$ cat config.mk
export PLATFORM = sky130hd
export DESIGN_NAME = tbsc_stall_ctrl
export DESIGN_NICKNAME = d
export VERILOG_FILES = /design/src/include/tbsc_pkg.sv /design/src/hw/tbsc_stall_ctrl.sv
export SDC_FILE = /design/constraint.sdc
export NUM_CORES = 1
export LEC_CHECK = 0
export ABC_AREA = 1
export ABC_CLOCK_PERIOD_IN_PS = 1720
export CORE_MARGIN = 4
export CORE_UTILIZATION = 64
export DETAILED_ROUTE_END_ITERATION = 10
export DONT_BUFFER_PORTS = 1
export PLACE_DENSITY = 0.8
export SLEW_MARGIN = 30
export SYNTH_ARGS = -nofsm -noshare
export SYNTH_HDL_FRONTEND = slang
export SYNTH_SLANG_ARGS = --single-unit
export TNS_END_PERCENT = 5
$ cat constraint.sdc
create_clock -name CLK_I -period 1.72 [get_ports CLK_I]
set_input_delay 0.172 -clock CLK_I [delete_from_list [all_inputs] [get_ports CLK_I]]
set_output_delay 0.172 -clock CLK_I [all_outputs]
set_load 0.005 [all_outputs]
$ cat src/include/tbsc_pkg.sv
// constants shared by the tightly-coupled memory and bus stall controller
package tbsc_pkg;
  // target of a data-side access
  localparam logic [1:0] TGT_DSRAM    = 2'h0;
  localparam logic [1:0] TGT_ISRAM    = 2'h1;
  localparam logic [1:0] TGT_AHB      = 2'h2;
  // AHB transfer type encodings
  localparam logic [1:0] TRANS_IDLE   = 2'h0;
  localparam logic [1:0] TRANS_NONSEQ = 2'h2;
  localparam logic [1:0] TRANS_SEQ    = 2'h3;
  // stall and idle counts
  localparam logic [1:0] CNT_ZERO     = 2'h0;
  localparam logic [1:0] CNT_ONE      = 2'h1;
  localparam logic [1:0] CNT_TWO      = 2'h2;
  // address bits below a 1KB region boundary
  localparam int         REGION_BITS  = 10;
  localparam logic [31:0] ADDR_RESET  = 32'h0000_0000;
endpackage : tbsc_pkg

$ cat src/hw/tbsc_stall_ctrl.sv
// stall control for the tightly-coupled SRAMs and the AHB master
`timescale 1ns/1ns
// Summary of operation
// - isolated instruction-SRAM fetches never stall
// - load plus fetch on instruction SRAM: one stall
// - fetch beside final load-multiple word: one stall
// - instruction-SRAM store with fetch: two stalls
// - access after instruction-SRAM store: one stall
// - store after store with fetch: two stalls
// - fetch at final store-multiple word: two stalls
// - isolated data SRAM loads never stall
// - data SRAM store streams never stall
// - data SRAM load after store: one stall
// - SRAM stalls counted in core cycles only
// - unbuffered bus accesses stall core until done
// - bus transfers start only with grant held
// - address driven only on bus edge strobe
// - stay synchronized across grouped bus transfers
// - ratio one, strobe high: no sync wait
// - back-to-back singles: each NONSEQ then IDLE
// - fetch NONSEQ replaces idle after single access
// - bursts end one IDLE, loads two
// - fetch NONSEQ replaces final burst idle
// - 1KB crossing restarts burst with NONSEQ
// - loads and fetches wait for write buffer drain
// - stalls drive the core clock gate low
module tbsc_stall_ctrl (
  // clock and reset
  input  wire logic        CLK_I,
  input  wire logic        RST_N_I,
  // instruction fetch request from the core
  input  wire logic        IF_REQ_I,
  input  wire logic        IF_AHB_I,
  input  wire logic [31:0] IF_ADDR_I,
  // data request from the core
  input  wire logic        D_REQ_I,
  input  wire logic [1:0]  D_SEL_I,
  input  wire logic        D_WRITE_I,
  input  wire logic        D_BUFFERABLE_I,
  input  wire logic        D_MULTI_I,
  input  wire logic        D_LAST_I,
  input  wire logic [31:0] D_ADDR_I,
  // write buffer state
  input  wire logic        WB_EMPTY_I,
  // core stall
  output logic             CORE_CLOCK_GATE_O,
  // AHB master side
  input  wire logic        BUS_EDGE_STROBE_I,
  input  wire logic        HGRANT_I,
  input  wire logic        HREADY_I,
  output logic             HBUSREQ_O,
  output logic [1:0]       HTRANS_O,
  output logic [31:0]      HADDR_O,
  output logic             HWRITE_O
);

  typedef enum logic [2:0] {
    BS_IDLE,
    BS_ADDR,
    BS_DATA,
    BS_TAIL,
    BS_HOLD
  } tbsc_bus_state_t;

  // stall count for the SRAM side of one access
  function automatic logic [1:0] tcm_stalls(
    input logic f_i,
    input logic d_i,
    input logic wr,
    input logic pend_i,
    input logic d_d,
    input logic pend_d
  );
    logic [1:0] k;
    k = tbsc_pkg::CNT_ZERO;
    if (d_i && wr && f_i) begin
      k = tbsc_pkg::CNT_TWO;
    end else if (pend_i && (f_i || d_i)) begin
      k = tbsc_pkg::CNT_ONE;
    end else if (d_i && !wr && f_i) begin
      k = tbsc_pkg::CNT_ONE;
    end else if (d_d && !wr && pend_d) begin
      k = tbsc_pkg::CNT_ONE;
    end
    return k;
  endfunction

  // request decode
  logic             f_isram;
  logic             f_ahb;
  logic             d_isram;
  logic             d_dsram;
  logic             d_ahb;
  logic             ahb_need;
  logic             core_gate;

  assign f_isram  = IF_REQ_I && !IF_AHB_I;
  assign f_ahb    = IF_REQ_I && IF_AHB_I;
  assign d_isram  = D_REQ_I && (D_SEL_I == tbsc_pkg::TGT_ISRAM);
  assign d_dsram  = D_REQ_I && (D_SEL_I == tbsc_pkg::TGT_DSRAM);
  // buffered stores go straight to the write buffer and never stall here
  assign d_ahb    = D_REQ_I && (D_SEL_I == tbsc_pkg::TGT_AHB)
                    && !(D_WRITE_I && D_BUFFERABLE_I);
  assign ahb_need = d_ahb || f_ahb;

  // sram side state
  logic [1:0]       cnt_r;
  logic [1:0]       cnt_nxt;
  logic             paid_r;
  logic             paid_nxt;
  logic             pend_i_r;
  logic             pend_i_nxt;
  logic             pend_d_r;
  logic             pend_d_nxt;
  logic             eval;
  logic [1:0]       tcm_k;
  logic             tcm_ok;

  // a fresh access is judged once; the core holds it while frozen
  assign eval   = (cnt_r == tbsc_pkg::CNT_ZERO) && !paid_r;
  assign tcm_k  = eval ? tcm_stalls(f_isram, d_isram, D_WRITE_I, pend_i_r,
                                    d_dsram, pend_d_r)
                       : tbsc_pkg::CNT_ZERO;
  assign tcm_ok = (cnt_r == tbsc_pkg::CNT_ZERO)
                  && (paid_r || (tcm_k == tbsc_pkg::CNT_ZERO));

  always_comb begin
    cnt_nxt  = cnt_r;
    paid_nxt = paid_r;
    if (cnt_r != tbsc_pkg::CNT_ZERO) begin
      cnt_nxt = cnt_r - tbsc_pkg::CNT_ONE;
    end else if (eval && (tcm_k != tbsc_pkg::CNT_ZERO)) begin
      cnt_nxt  = tcm_k - tbsc_pkg::CNT_ONE;
      paid_nxt = 1'b1;
    end
    if (core_gate) begin
      paid_nxt = 1'b0;
    end
    // a second write cycle finishes in the next cycle, stalled or not
    pend_i_nxt = core_gate && d_isram && D_WRITE_I && !f_isram;
    pend_d_nxt = core_gate && d_dsram && D_WRITE_I;
  end

  always_ff @(posedge CLK_I) begin
    if (!RST_N_I) begin
      cnt_r    <= tbsc_pkg::CNT_ZERO;
      paid_r   <= 1'b0;
      pend_i_r <= 1'b0;
      pend_d_r <= 1'b0;
    end else begin
      cnt_r    <= cnt_nxt;
      paid_r   <= paid_nxt;
      pend_i_r <= pend_i_nxt;
      pend_d_r <= pend_d_nxt;
    end
  end

  // bus side state
  tbsc_bus_state_t  bs_r;
  tbsc_bus_state_t  bs_nxt;
  logic             cur_fetch_r;
  logic             cur_fetch_nxt;
  logic             fetch_pend_r;
  logic             fetch_pend_nxt;
  logic             brk_r;
  logic             brk_nxt;
  logic [1:0]       tails_r;
  logic [1:0]       tails_nxt;
  logic             served_r;
  logic             served_nxt;
  logic [1:0]       htrans_r;
  logic [1:0]       htrans_nxt;
  logic [31:0]      haddr_r;
  logic [31:0]      haddr_nxt;
  logic             hwrite_r;
  logic             hwrite_nxt;
  logic             fin;
  logic             st;
  logic             ld_multi;
  localparam int    REGION_BITS_M1 = tbsc_pkg::REGION_BITS - 1;

  assign st       = BUS_EDGE_STROBE_I;
  assign ld_multi = D_MULTI_I && !D_WRITE_I;

  always_comb begin
    bs_nxt         = bs_r;
    cur_fetch_nxt  = cur_fetch_r;
    fetch_pend_nxt = fetch_pend_r;
    brk_nxt        = brk_r;
    tails_nxt      = tails_r;
    htrans_nxt     = htrans_r;
    haddr_nxt      = haddr_r;
    hwrite_nxt     = hwrite_r;
    fin            = 1'b0;
    unique case (bs_r)
      BS_IDLE: begin
        // with strobe high in the request cycle there is no sync wait
        if (ahb_need && !served_r && WB_EMPTY_I && HGRANT_I && st) begin
          bs_nxt     = BS_ADDR;
          brk_nxt    = 1'b0;
          htrans_nxt = tbsc_pkg::TRANS_NONSEQ;
          if (d_ahb) begin
            haddr_nxt      = D_ADDR_I;
            hwrite_nxt     = D_WRITE_I;
            cur_fetch_nxt  = 1'b0;
            fetch_pend_nxt = f_ahb;
          end else begin
            haddr_nxt      = IF_ADDR_I;
            hwrite_nxt     = 1'b0;
            cur_fetch_nxt  = 1'b1;
            fetch_pend_nxt = 1'b0;
          end
        end
      end
      BS_ADDR: begin
        if (st) begin
          htrans_nxt = tbsc_pkg::TRANS_IDLE;
          bs_nxt     = BS_DATA;
        end
      end
      BS_DATA: begin
        if (st && HREADY_I) begin
          if (cur_fetch_r) begin
            tails_nxt = tbsc_pkg::CNT_ONE;
            bs_nxt    = BS_TAIL;
          end else if (D_MULTI_I && !D_LAST_I) begin
            fin    = 1'b1;
            bs_nxt = BS_HOLD;
          end else if (fetch_pend_r && !ld_multi) begin
            htrans_nxt     = tbsc_pkg::TRANS_NONSEQ;
            haddr_nxt      = IF_ADDR_I;
            hwrite_nxt     = 1'b0;
            cur_fetch_nxt  = 1'b1;
            fetch_pend_nxt = 1'b0;
            bs_nxt         = BS_ADDR;
          end else begin
            tails_nxt = ld_multi ? tbsc_pkg::CNT_TWO
                                 : tbsc_pkg::CNT_ONE;
            bs_nxt    = BS_TAIL;
          end
        end
      end
      BS_TAIL: begin
        if (st) begin
          if (tails_r == tbsc_pkg::CNT_ONE) begin
            if (brk_r) begin
              htrans_nxt    = tbsc_pkg::TRANS_NONSEQ;
              haddr_nxt     = D_ADDR_I;
              hwrite_nxt    = D_WRITE_I;
              cur_fetch_nxt = 1'b0;
              brk_nxt       = 1'b0;
              bs_nxt        = BS_ADDR;
            end else begin
              fin    = 1'b1;
              bs_nxt = BS_IDLE;
            end
          end else if (fetch_pend_r && !brk_r) begin
            htrans_nxt     = tbsc_pkg::TRANS_NONSEQ;
            haddr_nxt      = IF_ADDR_I;
            hwrite_nxt     = 1'b0;
            cur_fetch_nxt  = 1'b1;
            fetch_pend_nxt = 1'b0;
            bs_nxt         = BS_ADDR;
          end else begin
            tails_nxt = tbsc_pkg::CNT_ONE;
          end
        end
      end
      BS_HOLD: begin
        if (!served_r && !d_ahb) begin
          bs_nxt = BS_IDLE;
        end else if (!served_r && st && HGRANT_I) begin
          fetch_pend_nxt = f_ahb;
          if (D_ADDR_I[REGION_BITS_M1:0] == '0) begin
            brk_nxt   = 1'b1;
            tails_nxt = D_WRITE_I ? tbsc_pkg::CNT_ONE : tbsc_pkg::CNT_TWO;
            bs_nxt    = BS_TAIL;
          end else begin
            htrans_nxt = tbsc_pkg::TRANS_SEQ;
            haddr_nxt  = D_ADDR_I;
            hwrite_nxt = D_WRITE_I;
            bs_nxt     = BS_ADDR;
          end
        end
      end
    endcase
    // completion is held until the core actually takes it
    served_nxt = core_gate ? 1'b0 : (served_r || fin);
  end

  always_ff @(posedge CLK_I) begin
    if (!RST_N_I) begin
      bs_r         <= BS_IDLE;
      cur_fetch_r  <= 1'b0;
      fetch_pend_r <= 1'b0;
      brk_r        <= 1'b0;
      tails_r      <= tbsc_pkg::CNT_ZERO;
      served_r     <= 1'b0;
      htrans_r     <= tbsc_pkg::TRANS_IDLE;
      haddr_r      <= tbsc_pkg::ADDR_RESET;
      hwrite_r     <= 1'b0;
    end else begin
      bs_r         <= bs_nxt;
      cur_fetch_r  <= cur_fetch_nxt;
      fetch_pend_r <= fetch_pend_nxt;
      brk_r        <= brk_nxt;
      tails_r      <= tails_nxt;
      served_r     <= served_nxt;
      htrans_r     <= htrans_nxt;
      haddr_r      <= haddr_nxt;
      hwrite_r     <= hwrite_nxt;
    end
  end

  assign core_gate = tcm_ok && (!ahb_need || served_r);

  assign CORE_CLOCK_GATE_O = core_gate;
  assign HBUSREQ_O         = (ahb_need && !served_r) || (bs_r != BS_IDLE);
  assign HTRANS_O          = htrans_r;
  assign HADDR_O           = haddr_r;
  assign HWRITE_O          = hwrite_r;
endmodule // tbsc_stall_ctrl

# Yosys cells after proc, flatten, opt, wreduce, memory -nomap -nowiden
# Index checks and enable logic that the tools add are counted.
# Widths: inputs -> output; s select.
[op_classes]
add_sub_neg = 2
eq_ne = 27
muxes = 108
bitwise = 2
reduce_logical = 74
[op_table]
columns = ["cell", "count"]
rows = [
  ["$mux 32", 13],
  ["$pmux 32 s4", 1],
  ["$mux 2", 31],
  ["$mux 1", 45],
  ["$logic_and 1x1->1", 35],
  ["$mux 3", 10],
  ["$ne 2x2->1 const B", 15],
  ["$reduce_and 12->1", 2],
  ["$ne 3x3->1 const B", 5],
  ["$pmux 3 s5", 1],
  ["$reduce_and 6->1", 2],
  ["$reduce_bool 3->1", 4],
  ["$logic_not 1->1", 11],
  ["$reduce_and 11->1", 1],
  ["$logic_not 10->1", 1],
  ["$pmux 2 s5", 1],
  ["$reduce_and 10->1", 1],
  ["$pmux 1 s4", 2],
  ["$reduce_and 7->1", 1],
  ["$eq 3x2->1 const B", 2],
  ["$logic_not 2->1", 3],
  ["$logic_or 1x1->1", 6],
  ["$pmux 1 s3", 2],
  ["$pmux 2 s3", 1],
  ["12 further kinds", 17],
]
[word_totals]
regBits = 49
out_inout_bits = 37
elab_cells = 226

# Longest topological paths before layout
[depth]
depth_word = 16
mapped_depth = 13
depth_no_buf = 11

# Worst setup path after synthesis
# OpenSTA, ideal clock, no wires.
[synth_timing]
path_type = "reg-to-reg"
start = "register bs_r[0]"
end = "register haddr_r[0], in the netlist HADDR_O[0]"
setup_ns = 0.113
t_arrival_ns = 1.426
required_ns = 1.607
setup_slack_ns = 0.181
path_stages_with_launch = 11
n_path_buf = 1
path_cell_list = "dfxtp_1 > nand2_2 > nor2_4 > inv_2 > o21ai_2 > inv_2 > nand3_4 > nor2_8 > buf_4 > nor2_1 > nor2_1"
[synth_via]
elab_chain_len = 3
word_cells_on_any_way = 18
cone_classes = "eq/ne: 14; mux: 1; reduce/logical: 3"
[synth_rtl]
columns = ["item", "line_no", "rtl"]
rows = [
  ["start, declared", "tbsc_stall_ctrl.sv:159", "tbsc_bus_state_t bs_r;"],
  ["start signal, assigned", "tbsc_stall_ctrl.sv:303", "bs_r <= bs_nxt;"],
  ["$eq 3x2->1, or another cell as far along", "tbsc_stall_ctrl.sv:195", "unique case (bs_r)"],
  ["$ne 3x3->1 (no line), or another cell as far along", "-", ""],
  ["$reduce_and 12->1 (no line)", "-", ""],
  ["end signal, assigned", "tbsc_stall_ctrl.sv:300", "haddr_r <= tbsc_pkg::ADDR_RESET;"],
  ["end signal, assigned", "tbsc_stall_ctrl.sv:310", "haddr_r <= haddr_nxt;"],
  ["end, declared", "tbsc_stall_ctrl.sv:173", "logic [31:0] haddr_r;"],
]
# Parallel ways exist; a longest one is shown, timed or not.
# A chain may end at the register's enable or synchronous reset.

# Worst setup path in the final report
[layout_timing]
start = "register bs_r[1]"
end = "register haddr_r[16], in the netlist HADDR_O[16]"
# The elaborated chain is that of the path after synthesis.

==> impl_metrics.py <==
metrics = {
    "status": {
        "outcome": "finished, violations left",
        "violations": "setup timing",
    },
    "global_routing": {
        "grt_pass1_wl_um": 18970,
        "top_usage_layer": "met2",
        "grt_pass1_vias": 4081,
        "grtUsageMet1": 0.3646,
        "use_met2": 0.5809,
        "grt_max_degree": 42,
        "met3_usage": 0.09028,
        "antenna_found_initial": 0,
        "grt-ovfl-total": 0,
        "grt.total_usage": 0.3291,
    },
    "die": {
        "io_pins": 116,
        "initial_core_util": 0.6585,
        "row_count": 27,
        "die_area_mm2": 0.006934,
        "fp.coreArea_mm2": 0.005507,
        "fp.dieW_um": 83.27,
        "die_h_um": 83.27,
    },
    "min_path": {
        "hold_path_end": "paid_r",
        "holdCritStartpoint": "RST_N_I",
        "whs_path_depth": 2,
        "hp-class": "in2reg",
    },
    "yosys": {
        "ys_seq_area_frac": 0.2705,
        "syn_area_mm2": 0.003626,
        "syn_avg_cell_area_um2": 5.587,
        "ys_seq_elements": 49,
        "yosysUniqueCellTypes": 34,
        "syn_inst": 649,
        "synthesis.nets": 728,
        "ys_warn_count": 0,
    },
    "sta": {
        "slew_headroom": 0.6749,
        "clock_skew_ps": 5.914,
        "fmax_ghz": 0.5278,
        "rsz0062_at_grt": "yes",
        "hold_ws_ps": 23.51,
        "finalSetupViolCount": 32,
        "finalMaxSlewViolations": 0,
        "tns_ps": -2928,
        "hold_viol": 0,
        "fin_crit_sh": 1.102,
        "worst_slew_pin_slew_ps": 484.0,
        "setup_slack_ps": -174.7,
        "layout_min_cycle_time_ps": 1895,
    },
    "power": {
        "sequentialPowerShare": 0.286,
        "power.switching_fraction": 0.4427,
        "finalPower_mw": 5.853,
        "powerDensity_mw_per_mm2": 1338,
        "p_comb_frac": 0.589,
        "p_sw_mw": 2.591,
        "peakVddDrop_uv": 958.8,
        "power.internal_mw": 3.261,
        "p_leak_nw": 2.176,
        "power_frac_clock": 0.125,
    },
    "placement": {
        "gp_congestion": 0.9765,
        "io_buffers": 0,
        "post-place-cells": 718,
        "dp_hpwl_um": 8315,
    },
    "final_layout": {
        "mostFrequentLayoutCell": "nand2_1",
        "final_cell_mix": "192 x nand2_1, 159 x nor2_1, 46 x dfxtp_1",
        "final_layout_size_suffix_gt1_frac": 0.1793,
        "stdcell_count": 747,
        "fin_nets": 753,
        "syn_to_final_growth_pct": 20.67,
        "n_antenna_cell": 0,
        "utilization": 0.7946,
    },
    "detailed_routing": {
        "drtIter0Drc": 559,
        "ant_nets": 0,
        "vias_per_cell": 6.059,
        "wl_per_cell_um": 17.83,
        "wirelength_um": 13320,
        "first_pass_iters": 6,
        "drc_errors": 0,
        "via_count": 4526,
    },
    "worst_setup_path": {
        "crit_required_ps": 1970,
        "start_kind": "register",
        "crit_family": "simple AND/OR/NAND/NOR gates",
        "ff2ff_path_depth": 13,
        "crit_path_max_incr_delay_ps": 400,
        "path_cells": "nand2_4, nor2_4, buf_6, inv_6, o21ai_4, inv_2, nand3_4, nor2_8, buf_12, clkbuf_16, nand2_1, nand2_1, nor2_1",
        "reg2reg_to": "HADDR_O[16]",
        "crit_top_cell": "nand2_1",
        "cp-end-kind": "register",
        "path_max_fanout": 7,
        "critPathKind": "reg2reg",
        "path_buf_inv": 5,
        "r2r_start": "bs_r[1]",
        "r2r_setup_slack_ps": -170,
        "cp_data_arrival_time_ps": 2140,
        "crit_slowest_cell": "dfxtp_4",
    },
    "cts": {
        "cts_buffers": 5,
        "htree_levels": 2,
        "clock_latency_ps": 310,
        "cts_num_sinks": 49,
        "clockBufferDepth": 2,
        "ctsRootBufferMaster": "clkbuf_8",
        "tritoncts": "built",
        "clk_pin_slew_ps": 100,
    },
    "flow_run": {
        "cap_violations": 0,
    },
}
-- state kept, by name, summed over array words and instances, names as in the netlist --
signal,count
served_r,1
HADDR_O,32
HTRANS_O,2
cur_fetch_r,1
cnt_r,2
tails_r,2
pend_d_r,1
pend_i_r,1
brk_r,1
HWRITE_O,1
bs_r,3
fetch_pend_r,1
paid_r,1
-- power groups by stage --
stage / logic [mW] / registers (mW) / clock network (mW)
floorplan: 1.87 / 1.59 / 0
global placement: 2.43 / 1.64 / 0
detailed placement: 2.51 / 1.65 / 0
CTS: 2.55 / 1.63 / 0.721
global route: 3.74 / 1.70 / 0.773
finish: 3.45 / 1.67 / 0.730
-- worst register-to-register path: cells and delay by family, from the launching register on --
| family | cells | cell delay [ps] |
|---|---|---|
| flip-flops | 1 | 400 |
| AND/OR/NAND/NOR | 7 | 710 |
| buffers and inverters | 5 | 580 |
| AO/OA/AOI/OAI | 1 | 150 |
-- routing by layer --
metal	wire (um)	share of wire	vias to the layer above
li1	-	-	2126
met1	4683	0.35	2010
met2	6536	0.49	326
met3	1499	0.11	64
met4	600	0.045	0
met5	0	0	-
-- cells in the mapped netlist (all sizes together) --
| cell type | count | area, um^2 |
|---|---|---|
| a211oi | 1 | 7.510 |
| a21oi | 17 | 88.84 |
| a22oi | 1 | 7.510 |
| and2 | 1 | 6.260 |
| and3 | 1 | 6.260 |
| buf | 23 | 150.1 |
| clkbuf | 12 | 45.04 |
| dfxtp | 49 | 980.9 |
| inv | 37 | 141.4 |
| nand2 | 205 | 782.0 |
| nand3 | 26 | 160.2 |
| nand3b | 1 | 7.510 |
| nand4 | 39 | 250.2 |
| nor2 | 187 | 735.7 |
| nor3 | 8 | 40.04 |
| o211ai | 1 | 7.510 |
| o21a | 1 | 7.510 |
| o21ai | 38 | 193.9 |
| o21bai | 1 | 7.510 |
-- final cells by class --
class	count	area, um^2
Inverter	37	148.9
Clock inverter	2	13.76
Timing Repair Buffer	53	614.3
Sequential cell	49	989.7
Clock buffer	6	72.57
Tap cell	72	90.09
Fill cell	429	1131
Multi-Input combinational cell	528	2446
-- cells by family after synthesis --
group / after synthesis / share of synthesized area
buffers and inverters: 72 / 0.09282
AO/OA/AOI/OAI: 60 / 0.08834
flip-flops: 49 / 0.2705
AND/OR/NAND/NOR: 468 / 0.5483
-- worst max-delay path by stage --
stage | from | end | slack (ps) | depth (start not counted)
floorplan | bs_r[0] | HADDR_O[0] | 180 | 10
global placement | bs_r[1] | HADDR_O[19] | 20 | 13
detailed placement | bs_r[1] | HADDR_O[19] | -20 | 13
CTS | bs_r[1] | HADDR_O[29] | 1 | 13
global route | bs_r[1] | HADDR_O[16] | -270 | 13
finish | bs_r[1] | HADDR_O[16] | -170 | 13
-- metrics by stage --
stage	area, um^2	setup slack, ps
final	4375	-174.7
after global routing	4375	-272.3
after CTS	3983	1.457
after detailed placement	3849	-22.30
after global placement	3849	19.92
after floorplan	3626	181.3
-- timing repair --
| action | in CTS | in global routing |
|---|---|---|
| cloned | 0 | 6 |
| setup endpoints to repair | 29 | 38 |
| hold buffers | 3 | 0 |
| pin swaps | 0 | 11 |
| resized for setup | 3 | 51 |
| hold endpoints to repair | 41 | 0 |
| setup buffers | 0 | 12 |
Power figures use the tool's default switching activity.
